## config.mk

```make
export PLATFORM = sky130hd
export DESIGN_NAME = wdt_top
export DESIGN_NICKNAME = d
export VERILOG_FILES = /design/src/hdl/wdt_pkg.sv /design/src/hdl/wdt_sync.sv /design/src/hdl/wdt_top.sv
export VERILOG_INCLUDE_DIRS = /design/src /design/src/hdl
export SDC_FILE = /design/constraint.sdc
export NUM_CORES = 1
export LEC_CHECK = 0
export BUFFER_PORTS_ARGS = -buffer_cell sky130_fd_sc_hd__buf_2
export CORE_MARGIN = 2
export CORE_UTILIZATION = 58
export CTS_CLUSTER_DIAMETER = 50
export DETAILED_ROUTE_END_ITERATION = 8
export PLACE_DENSITY = 0.8
export RECOVER_POWER = 100
export SLEW_MARGIN = 20
export SYNTH_ARGS = -nofsm -noshare
export SYNTH_HDL_FRONTEND = slang
export SYNTH_SLANG_ARGS = --single-unit
export TNS_END_PERCENT = 50
```

## constraint.sdc

```tcl
create_clock -name CLK_SYS -period 3 [get_ports CLK_SYS]
set_input_delay 0 -clock CLK_SYS [delete_from_list [all_inputs] [get_ports CLK_SYS]]
set_output_delay 0 -clock CLK_SYS [all_outputs]
set_load 0.1 [all_outputs]
```

## src/hdl/wdt_defs.svh

```systemverilog
`ifndef WDT_DEFS_SVH
`define WDT_DEFS_SVH

// ==========================================================
// register offsets
`define WDT_OFS_LOAD 8'h00
`define WDT_OFS_VALUE 8'h04
`define WDT_OFS_CTRL 8'h08
`define WDT_OFS_ISTAT 8'h0C
`define WDT_OFS_IMASK 8'h10
`define WDT_OFS_LOCK 8'h14

// ==========================================================
// field positions
`define WDT_CTRL_EN 0
`define WDT_CTRL_RSTEN 1
`define WDT_CTRL_STALL 2
`define WDT_IST_TMO 0
`define WDT_LOCK_BIT 0

// ==========================================================
// reset values and keys
`define WDT_LOAD_RST 32'hFFFFFFFF
`define WDT_IMASK_RST 1'h1
`define WDT_UNLOCK_KEY 32'h5A5AC3C3

`endif

```

## src/hdl/wdt_pkg.sv

```systemverilog
package wdt_pkg;

    typedef logic [31:0] wdt_word_t;

    typedef enum logic [2:0] {
        WDT_R_LOAD = 3'b000,
        WDT_R_VALUE = 3'b001,
        WDT_R_CTRL = 3'b010,
        WDT_R_ISTAT = 3'b011,
        WDT_R_IMASK = 3'b100,
        WDT_R_LOCK = 3'b101,
        WDT_R_NONE = 3'b111
    } wdt_reg_t;

endpackage

```

## src/hdl/wdt_sync.sv

```systemverilog
`timescale 1ns/1ns

module wdt_sync
(
    input wire logic clk,
    input wire logic rst,
    input wire logic ce,
    input wire logic din,
    output logic dout
);

    logic meta_r;

    // ==========================================================
    // two-flop synchroniser
    always_ff @(posedge clk or posedge rst)
    begin
        if (rst)
        begin
            meta_r <= 1'b0;
            dout <= 1'b0;
        end
        else if (ce)
        begin
            meta_r <= din;
            dout <= meta_r;
        end
    end

endmodule

```

## src/hdl/wdt_top.sv

```systemverilog
// Design decisions made here: the APB register port and the register addresses.
`timescale 1ns/1ns
`include "wdt_defs.svh"

// Function
// - reload value kept, readable, used at timeout
// - live reload write loads counter at once
// - zero reload write raises interrupt immediately
// - lock blocks load and mask writes, and control writes except the stall bit
// - reset only when reset enable set
// - running state readable by software
// - no stall: count through debug halt
// - stall: hold count while halted
// - unlock lets configuration writes through again
// - counter readable without disturbing it
// - 32-bit down counter, timeout at zero
// - enabling counter also enables interrupt
// - second uncleared timeout asserts system reset
// - clearing interrupt reloads counter
module wdt_top
    import wdt_pkg::*;
(
    input wire logic CLK_SYS,
    input wire logic RST,
    input wire logic CE,
    input wire logic DBG_HALT,
    input wire logic PSEL,
    input wire logic PENABLE,
    input wire logic PWRITE,
    input wire logic [7:0] PADDR,
    input wire logic [31:0] PWDATA,
    output logic [31:0] PRDATA,
    output logic PREADY,
    output logic PSLVERR,
    output logic IRQ,
    output logic SYS_RST_REQ
);

    wdt_word_t load_r;
    wdt_word_t cnt_r;
    logic en_r;
    logic rsten_r;
    logic stall_r;
    logic locked_r;
    logic istat_r;
    logic imask_r;
    logic rst_req_r;
    wdt_word_t prdata_r;
    logic halt_s;
    wdt_reg_t sel;
    logic acc;
    logic wr;
    logic rd;
    logic wr_load;
    logic wr_ctrl;
    logic clr_int;
    logic tick;
    logic timeout;
    logic zero_ev;
    logic en_start;

    // ==========================================================
    // debug halt input from pin
    wdt_sync u_halt_sync
    (
        .clk(CLK_SYS),
        .rst(RST),
        .ce(CE),
        .din(DBG_HALT),
        .dout(halt_s)
    );

    // ==========================================================
    // apb decode
    always_comb
    begin
        unique case (PADDR)
            `WDT_OFS_LOAD: sel = WDT_R_LOAD;
            `WDT_OFS_VALUE: sel = WDT_R_VALUE;
            `WDT_OFS_CTRL: sel = WDT_R_CTRL;
            `WDT_OFS_ISTAT: sel = WDT_R_ISTAT;
            `WDT_OFS_IMASK: sel = WDT_R_IMASK;
            `WDT_OFS_LOCK: sel = WDT_R_LOCK;
            default: sel = WDT_R_NONE;
        endcase
    end

    // zero wait states; a low clock enable stretches the access
    assign PREADY = CE;
    assign acc = PSEL & PENABLE & CE;
    assign PSLVERR = PSEL & PENABLE & (sel == WDT_R_NONE);
    assign wr = acc & PWRITE;
    assign rd = acc & ~PWRITE;
    assign wr_load = wr & (sel == WDT_R_LOAD) & ~locked_r;
    assign wr_ctrl = wr & (sel == WDT_R_CTRL);
    assign clr_int = rd & (sel == WDT_R_ISTAT) & istat_r;
    assign en_start = wr_ctrl & ~locked_r & ~en_r
        & PWDATA[`WDT_CTRL_EN];

    // ==========================================================
    // count events
    assign tick = CE & en_r & ~(stall_r & halt_s);
    // a clearing read in the same cycle does not hide the timeout
    assign timeout = tick & (cnt_r == 32'h00000000) & ~wr_load;
    assign zero_ev = wr_load & en_r
        & (PWDATA == 32'h00000000);

    // ==========================================================
    // read data, captured in the setup cycle
    always_ff @(posedge CLK_SYS or posedge RST)
    begin
        if (RST)
        begin
            prdata_r <= 32'h00000000;
        end
        else if (CE & PSEL & ~PENABLE)
        begin
            prdata_r <= 32'h00000000;
            unique case (sel)
                WDT_R_LOAD: prdata_r <= load_r;
                WDT_R_VALUE: prdata_r <= cnt_r;
                WDT_R_CTRL:
                begin
                    prdata_r[`WDT_CTRL_EN] <= en_r;
                    prdata_r[`WDT_CTRL_RSTEN] <= rsten_r;
                    prdata_r[`WDT_CTRL_STALL] <= stall_r;
                end
                WDT_R_ISTAT: prdata_r[`WDT_IST_TMO] <= istat_r;
                WDT_R_IMASK: prdata_r[`WDT_IST_TMO] <= imask_r;
                WDT_R_LOCK: prdata_r[`WDT_LOCK_BIT] <= locked_r;
                WDT_R_NONE: prdata_r <= 32'h00000000;
            endcase
        end
    end

    assign PRDATA = prdata_r;

    // ==========================================================
    // reload value
    always_ff @(posedge CLK_SYS or posedge RST)
    begin
        if (RST)
        begin
            load_r <= `WDT_LOAD_RST;
        end
        else if (wr_load)
        begin
            load_r <= PWDATA;
        end
    end

    // ==========================================================
    // control bits
    always_ff @(posedge CLK_SYS or posedge RST)
    begin
        if (RST)
        begin
            en_r <= 1'b0;
            rsten_r <= 1'b0;
            stall_r <= 1'b0;
        end
        else if (wr_ctrl)
        begin
            stall_r <= PWDATA[`WDT_CTRL_STALL];
            if (~locked_r)
            begin
                // enable is set-only until system reset
                en_r <= en_r | PWDATA[`WDT_CTRL_EN];
                rsten_r <= PWDATA[`WDT_CTRL_RSTEN];
            end
        end
    end

    // ==========================================================
    // lock register
    always_ff @(posedge CLK_SYS or posedge RST)
    begin
        if (RST)
        begin
            locked_r <= 1'b0;
        end
        else if (wr & (sel == WDT_R_LOCK))
        begin
            locked_r <= (PWDATA != `WDT_UNLOCK_KEY);
        end
    end

    // ==========================================================
    // interrupt mask
    always_ff @(posedge CLK_SYS or posedge RST)
    begin
        if (RST)
        begin
            imask_r <= `WDT_IMASK_RST;
        end
        else if (wr & (sel == WDT_R_IMASK) & ~locked_r)
        begin
            imask_r <= PWDATA[`WDT_IST_TMO];
        end
    end

    // ==========================================================
    // down counter
    always_ff @(posedge CLK_SYS or posedge RST)
    begin
        if (RST)
        begin
            cnt_r <= `WDT_LOAD_RST;
        end
        else if (CE)
        begin
            if (wr_load & en_r)
            begin
                cnt_r <= PWDATA;
            end
            else if (en_start | clr_int)
            begin
                cnt_r <= load_r;
            end
            else if (tick)
            begin
                if (cnt_r == 32'h00000000)
                begin
                    cnt_r <= load_r;
                end
                else
                begin
                    cnt_r <= cnt_r - 32'h00000001;
                end
            end
        end
    end

    // ==========================================================
    // sticky timeout status, cleared by reading it
    always_ff @(posedge CLK_SYS or posedge RST)
    begin
        if (RST)
        begin
            istat_r <= 1'b0;
        end
        else if (timeout | zero_ev)
        begin
            istat_r <= 1'b1;
        end
        else if (clr_int)
        begin
            istat_r <= 1'b0;
        end
    end

    assign IRQ = en_r & istat_r & imask_r;

    // ==========================================================
    // system reset request, held until system reset
    always_ff @(posedge CLK_SYS or posedge RST)
    begin
        if (RST)
        begin
            rst_req_r <= 1'b0;
        end
        else if (timeout & istat_r & rsten_r)
        begin
            rst_req_r <= 1'b1;
        end
    end

    assign SYS_RST_REQ = rst_req_r;

    // ==========================================================
    // checks
    a_reload_first: assert property (@(posedge CLK_SYS) disable iff (RST)
        timeout |=> cnt_r == $past(load_r))
        else $error("counter not reloaded at timeout");

    a_live_load: assert property (@(posedge CLK_SYS) disable iff (RST)
        (wr_load & en_r) |=> cnt_r == $past(PWDATA))
        else $error("live reload not loaded");

    a_zero_irq: assert property (@(posedge CLK_SYS) disable iff (RST)
        zero_ev |=> istat_r ##0 (IRQ == imask_r))
        else $error("zero reload raised no interrupt");

    a_lock_ctrl: assert property (@(posedge CLK_SYS) disable iff (RST)
        (locked_r & wr) |=> $stable(load_r) && $stable(rsten_r)
        && $stable(en_r) && $stable(imask_r))
        else $error("locked configuration changed");

    a_rst_enable: assert property (@(posedge CLK_SYS) disable iff (RST)
        $rose(rst_req_r) |-> $past(rsten_r) && $past(istat_r))
        else $error("reset without enable");

    a_count_run: assert property (@(posedge CLK_SYS) disable iff (RST)
        (tick & ~wr_load & ~clr_int & (cnt_r != 32'h00000000))
        |=> cnt_r == $past(cnt_r) - 32'h00000001)
        else $error("counter did not step down");

    a_stall_hold: assert property (@(posedge CLK_SYS) disable iff (RST)
        (stall_r & halt_s & ~wr_load & ~en_start & ~clr_int)
        |=> $stable(cnt_r))
        else $error("count moved while stalled");

    a_unlock_key: assert property (@(posedge CLK_SYS) disable iff (RST)
        (wr & (sel == WDT_R_LOCK) & (PWDATA == `WDT_UNLOCK_KEY))
        |=> !locked_r)
        else $error("unlock key did not unlock");

    a_second_rst: assert property (@(posedge CLK_SYS) disable iff (RST)
        (timeout & istat_r & rsten_r) |=> SYS_RST_REQ)
        else $error("second timeout did not reset");

    a_clear_reload: assert property (@(posedge CLK_SYS) disable iff (RST)
        (clr_int & ~timeout & ~(wr_load & en_r)) |=> !istat_r
        && cnt_r == $past(load_r))
        else $error("interrupt clear did not reload");

    a_set_wins: assert property (@(posedge CLK_SYS) disable iff (RST)
        (timeout & clr_int) |=> istat_r)
        else $error("clearing read beat a timeout");

    a_rst_disabled: assert property (@(posedge CLK_SYS) disable iff (RST)
        (!rsten_r & !rst_req_r) |=> !rst_req_r)
        else $error("reset raised while reset disabled");

    a_ce_freeze: assert property (@(posedge CLK_SYS) disable iff (RST)
        !CE |=> $stable(cnt_r) && $stable(istat_r)
        && $stable(load_r) && $stable(rst_req_r))
        else $error("state moved while clock enable low");

    a_enable_load: assert property (@(posedge CLK_SYS) disable iff (RST)
        en_start |=> en_r && cnt_r == $past(load_r))
        else $error("enable did not start the count");

    a_free_count: assert property (@(posedge CLK_SYS) disable iff (RST)
        (CE & en_r & ~stall_r & ~wr_load & ~clr_int
        & (cnt_r != 32'h00000000))
        |=> cnt_r == $past(cnt_r) - 32'h00000001)
        else $error("count stopped without stall");

    a_run_read: assert property (@(posedge CLK_SYS) disable iff (RST)
        (CE & PSEL & ~PENABLE & (sel == WDT_R_CTRL))
        |=> PRDATA[`WDT_CTRL_EN] == $past(en_r))
        else $error("running state misread");

    a_value_read: assert property (@(posedge CLK_SYS) disable iff (RST)
        (CE & PSEL & ~PENABLE & (sel == WDT_R_VALUE))
        |=> PRDATA == $past(cnt_r))
        else $error("count misread");

endmodule

```

After elaboration in Yosys (flattened, before gate mapping)

Cells that the tools add are included.

Register bits after elaboration: 105
Input port bits: 47
Output and inout port bits: 36

$add $sub $neg: 1
Equal/unequal tests: 12
Muxes and demuxes: 10
Bitwise gates (word level): 38
Reductions and logical operators: 8

Operators by type and width:

| kind                                                    | number |
|---|---|
| 2-to-1 mux 32 bit                                       | 4 |
| zero test 32 bit                                        | 2 |
| case mux 29 bit (2 select lines)                        | 1 |
| inequality test 32 x 31 -> 1 bit, second input constant | 1 |
| subtractor 32 x 1 -> 32 bit, second input constant      | 1 |
| bitwise AND 1 bit                                       | 29 |
| case mux 3 bit (6 select lines)                         | 1 |
| equality test 8 x 4 -> 1 bit, second input constant     | 2 |
| equality test 8 x 5 -> 1 bit, second input constant     | 2 |
| equality test 3 bit, second input constant              | 3 |
| equality test 8 x 3 -> 1 bit, second input constant     | 1 |
| zero test 8 bit                                         | 1 |
| case mux 1 bit (7 select lines)                         | 1 |
| equality test 3 x 2 -> 1 bit, second input constant     | 2 |
| NOT 1 bit                                               | 6 |
| case mux 2 bit (3 select lines)                         | 1 |
| AND reduction 2 bit                                     | 2 |
| equality test 3 x 1 -> 1 bit, second input constant     | 1 |
| zero test 3 bit                                         | 1 |
| bitwise OR 1 bit                                        | 3 |
| nonzero test 3 bit                                      | 1 |
| 2-to-1 mux 1 bit                                        | 2 |
| nonzero test 2 bit                                      | 1 |

Logic depth before layout (Yosys ltp)

Depth in word-level cells: 10
Gate-level depth with buffers: 9

Modules after synthesis

A second synthesis with hierarchy kept.

Cell total of the unflattened synthesis: 635
Area, all modules: 6013.3 µm²

Modules (own cells, without submodules):

| module   | instances | cells an instance | area an instance (µm²) |
|---|---|---|---|
| wdt_top  | 1         | 630               | 5936.9 |
| wdt_sync | 1         | 5                 | 76.3 |

Least setup slack after synthesis

OpenSTA, ideal clock, no wires.

Path kind: input -> output
Start point: in PADDR[4]
End point: out PSLVERR
Arrival time: 2419 ps
Slack: 581 ps
Cell stages on the path: 3
Buffers on the path: 1
Path through: clkbuf_1 > nor2_1 > nor3_1

Cells in the longest elaborated chain, start to end: 4
Elaborated cells between the ends (all ways): 9
Those cells by class: eq/ne (6); mux (1); bitwise (1); reduce/logical (1)

RTL lines:

| what                                                       | line          | source |
|---|---|---|
| from (decl)                                                | wdt_top.sv:30 | `input wire logic [7:0] PADDR,` |
| equality test 8 x 5 -> 1 bit, or another cell as far along | wdt_top.sv:77 | `unique case (PADDR)` |
| case mux 3 bit (6 select lines) *                          | wdt_top.sv:77 |  |
| equality test 3 bit *                                      | wdt_top.sv:91 | `assign PSLVERR = PSEL & PENABLE & (sel == WDT_R_NONE);` |
| bitwise AND 1 bit *                                        | wdt_top.sv:91 |  |
| to (decl)                                                  | wdt_top.sv:34 | `output logic PSLVERR,` |

Every way passes the cells marked *; elsewhere a longest branch is shown, timed or not.

Final worst setup path

Start point: reg cnt_r[8]
End point: reg cnt_r[22]

Cells in the longest elaborated chain, start to end: 5
Elaborated cells between the ends (all ways): 6
Those cells by class: add/sub (1); mux (4); reduce/logical (1)

RTL lines:

| what                                                                   | line                           | source |
|---|---|---|
| from (decl)                                                            | wdt_top.sv:40                  | `wdt_word_t cnt_r;` |
| from (signal assigned)                                                 | wdt_top.sv:208                 | `` cnt_r <= `WDT_LOAD_RST; `` |
| from (signal assigned)                                                 | wdt_top.sv:218                 | `cnt_r <= load_r;` |
| from (signal assigned)                                                 | wdt_top.sv:224                 | `cnt_r <= load_r;` |
| subtractor 32 x 1 -> 32 bit / zero test 32 bit (equally long branches) | wdt_top.sv:228, wdt_top.sv:222 |  |
| 2-to-1 mux 32 bit *                                                    | wdt_top.sv:222                 | `if (cnt_r == 32'h00000000)` |
| 2-to-1 mux 32 bit *                                                    | wdt_top.sv:220                 | `else if (tick)` |
| 2-to-1 mux 32 bit *                                                    | wdt_top.sv:216                 | `else if (en_start \| clr_int)` |
| 2-to-1 mux 32 bit *                                                    | wdt_top.sv:212                 | `if (wr_load & en_r)` |

Every way passes the cells marked *; elsewhere a longest branch is shown, timed or not. The select of a mux whose other input is x is not followed.
A chain may end at the register's enable or synchronous reset.

==> flow_summary.yaml <==
synthesis:
  ys_ff_latch: 105
  synth_async_sr_flop_share_pct: 100
  synth_fp_nets: 676
  ys_types: 62
  synth_flop_cell: "dfstp_2"
  synth_top_area_cell: "dfstp_2"
  synth_cells: 627
  synth_edf_count: 0
  syn_area_per_cell_sq_um: 9.62
  ys_top_cells_by_count: "81 x nand2_1, 65 x dfstp_2, 57 x o21ai_0"
  syn-cell-area_sq_um: 6030
  synth.top_cell.area_share_pct: 28.3
  yosysMostFrequentCell: "nand2_1"
  ys_warn_count: 0
  synth.area.top_cells: "dfstp_2 28%, dfrtp_1 17%, mux2_2 6.9%"
  ys_seq_area_share_pct: 44.9
clock_tree:
  clock_sinks: 105
  cts_buffers: 9
  ctsResizeCount: 0
  postCtsSetupBuffers: 0
  cts.reportedPaths.clkPinSlew_ns: 0.10
  cts_root_buffer: "clkbuf_8"
  clockBufferDepth: 2
  cts_tree: "built"
  clkLatencyLatePin_ns: 0.38
  cts_max_level: 3
outcome:
  violations: "max-capacitance violations, max-slew violations"
  status: "finished with violations"
floorplan:
  initial_core_util_pct: 58.9
  floorplan.die_area_sq_um: 11200
  die_w_um: 106
  ios: 83
  die_h_um: 106
  fp-row-count: 37
  core_area_sq_um: 10200
drt:
  routed_wl_mm: 17.9
  wire_per_inst_um: 20.5
  drt-initial-drc-count: 424
  vias_per_cell: 6.36
  ant_nets: 0
  route.detailed.drc: 0
  drt-pass1-iter-count: 5
  vias: 5548
run:
  cap_violations: 1
place:
  dpl.cell_count: 821
  place_area_sq_um: 6570
  io_buffers: 82
  dp_hpwl_mm: 12.1
  place_ws_ns: 0.549
  place_congestion: 0.999
timing:
  finalSetupViolations: 0
  tightest_slew_ns: 1.98
  setup_tns_ns: 0
  rsz0062_at_grt: "false"
  fmax_ghz: 0.374
  drv_slew: 50
  hold_slack_ns: 0.0269
  fin_crit_sh_pct: 89.0
  clock_skew_ns: 0.00602
  fin_ws_ns: 0.330
  min_period_ns: 2.67
  hold_viol_final: 0
  max_slew_margin_pct: -32.4
power:
  power_mw: 2.43
  ir_worst_vdd_v: 0.000283
  p_per_area_nw_per_um2: 345
  leakagePower_nw: 2.90
finish:
  fin_nets: 781
  finalInstanceArea_sq_um: 7030
  n_antenna_cell: 0
  drive_above_1_share_pct: 26.3
  fillerInstances: 835
  fin_util_pct: 68.8
  syn_to_final_growth_pct: 16.7
  instances_no_fill: 873
grt:
  grt.total_usage_pct: 33.7
  grt_pass1_wl_mm: 29.4
  grt-ovfl-total: 0
  grt_pass1_vias: 5555
  grt_max_degree: 57
  grt_antenna_before_repair: 1
hold_path:
  min_path_type: "input port to flip-flop"
setup_path:
  cp_max_fo: 16
  crit_required_ns: 3.32
  worst-setup-path-type: "flip-flop to flip-flop"
  end_kind: "flip-flop"
  cp.arrival_ns: 2.99
  worstSetupStartpointType: "flip-flop"
==> kinds of logic after synthesis <==
family,after synthesis,share of synthesized area [%]
muxes,52,9.40
and+or+nand+nor,251,22.5
buffers and inverters,50,3.98
DFF,105,44.9
adders and majority gates,2,0.415
AOI/OAI and AO/OA,143,15.3
xor gates and xnor gates,24,3.49
==> path summary, 6_finish.rpt <==
path                       slack, ns          end   startpoint  cells after the start
setup / recovery                0.33    cnt_r[22]     cnt_r[8]                      6
hold / removal                  0.03      rsten_r     PADDR[5]                      4
setup reg to reg                0.33    cnt_r[22]     cnt_r[8]                      6
hold reg to reg                 0.48  SYS_RST_REQ  SYS_RST_REQ                      1
max in group asynchronous       1.04    PRDATA[6]          RST                      3
min in group asynchronous       0.81   PRDATA[26]          RST                      3
==> cell usage in the layout (no fill, tap or decap), types with 14 or more instances in the layout <==
cell type and count:
nand2_1 81, dfstp_2 64, o21ai_0 57, clkbuf_1 44, buf_2 43, dfrtp_1 40, mux2_2 37, dlygate4sd3_1 36
nor3_1 35, a22oi_1 29, nand3_1 28, nor2_1 21, nor4_1 20, xnor2_1 18, mux2i_1 15, a21oi_1 14
==> area by class of cell <==
type	instances	area, sq um	area share, %
well taps	136	170	2.42
repair buffers	137	873	12.4
clock inverters	4	28.8	0.409
flip-flops and latches	105	2710	38.5
clock buffers	12	145	2.06
multi-input cells	472	3080	43.8
inverters	7	26.3	0.374
==> worst max-delay path, cell delays in order (launching register included) <==
cell and delay, ns:
dfstp_1 0.45, nor4_1 0.55, nand4_1 0.32, or4_4 0.66, nand2_8 0.20, nor2_1 0.08, a221o_1 0.35
==> report_power, final <==
part	switching, mW	internal [mW]	leakage (nW)
sequential	0.00393	1.42	1.22
clock	0.488	0.326	0.0826
combinational	0.114	0.0730	1.60
total	0.606	1.82	2.90
==> layer usage <==
| layer | vias to the layer above | global-route usage, % | wire length, um |
|---|---|---|---|
| met3 | 39 | 5.64 | 1330 |
| met1 | 2710 | 44.7 | 7290 |
| li1 | 2529 | - | - |
| met2 | 270 | 54.7 | 8730 |
| met5 | - | 0 | 0 |
| met4 | 0 | 15.0 | 512 |
==> what timing repair did <==
action / CTS / global route
hold buffers: 36 / 0
endpoints found under the hold margin: 87 / 0
endpoints found under the setup margin: 0 / 0
Note: power is estimated with default switching activity, not from simulation.
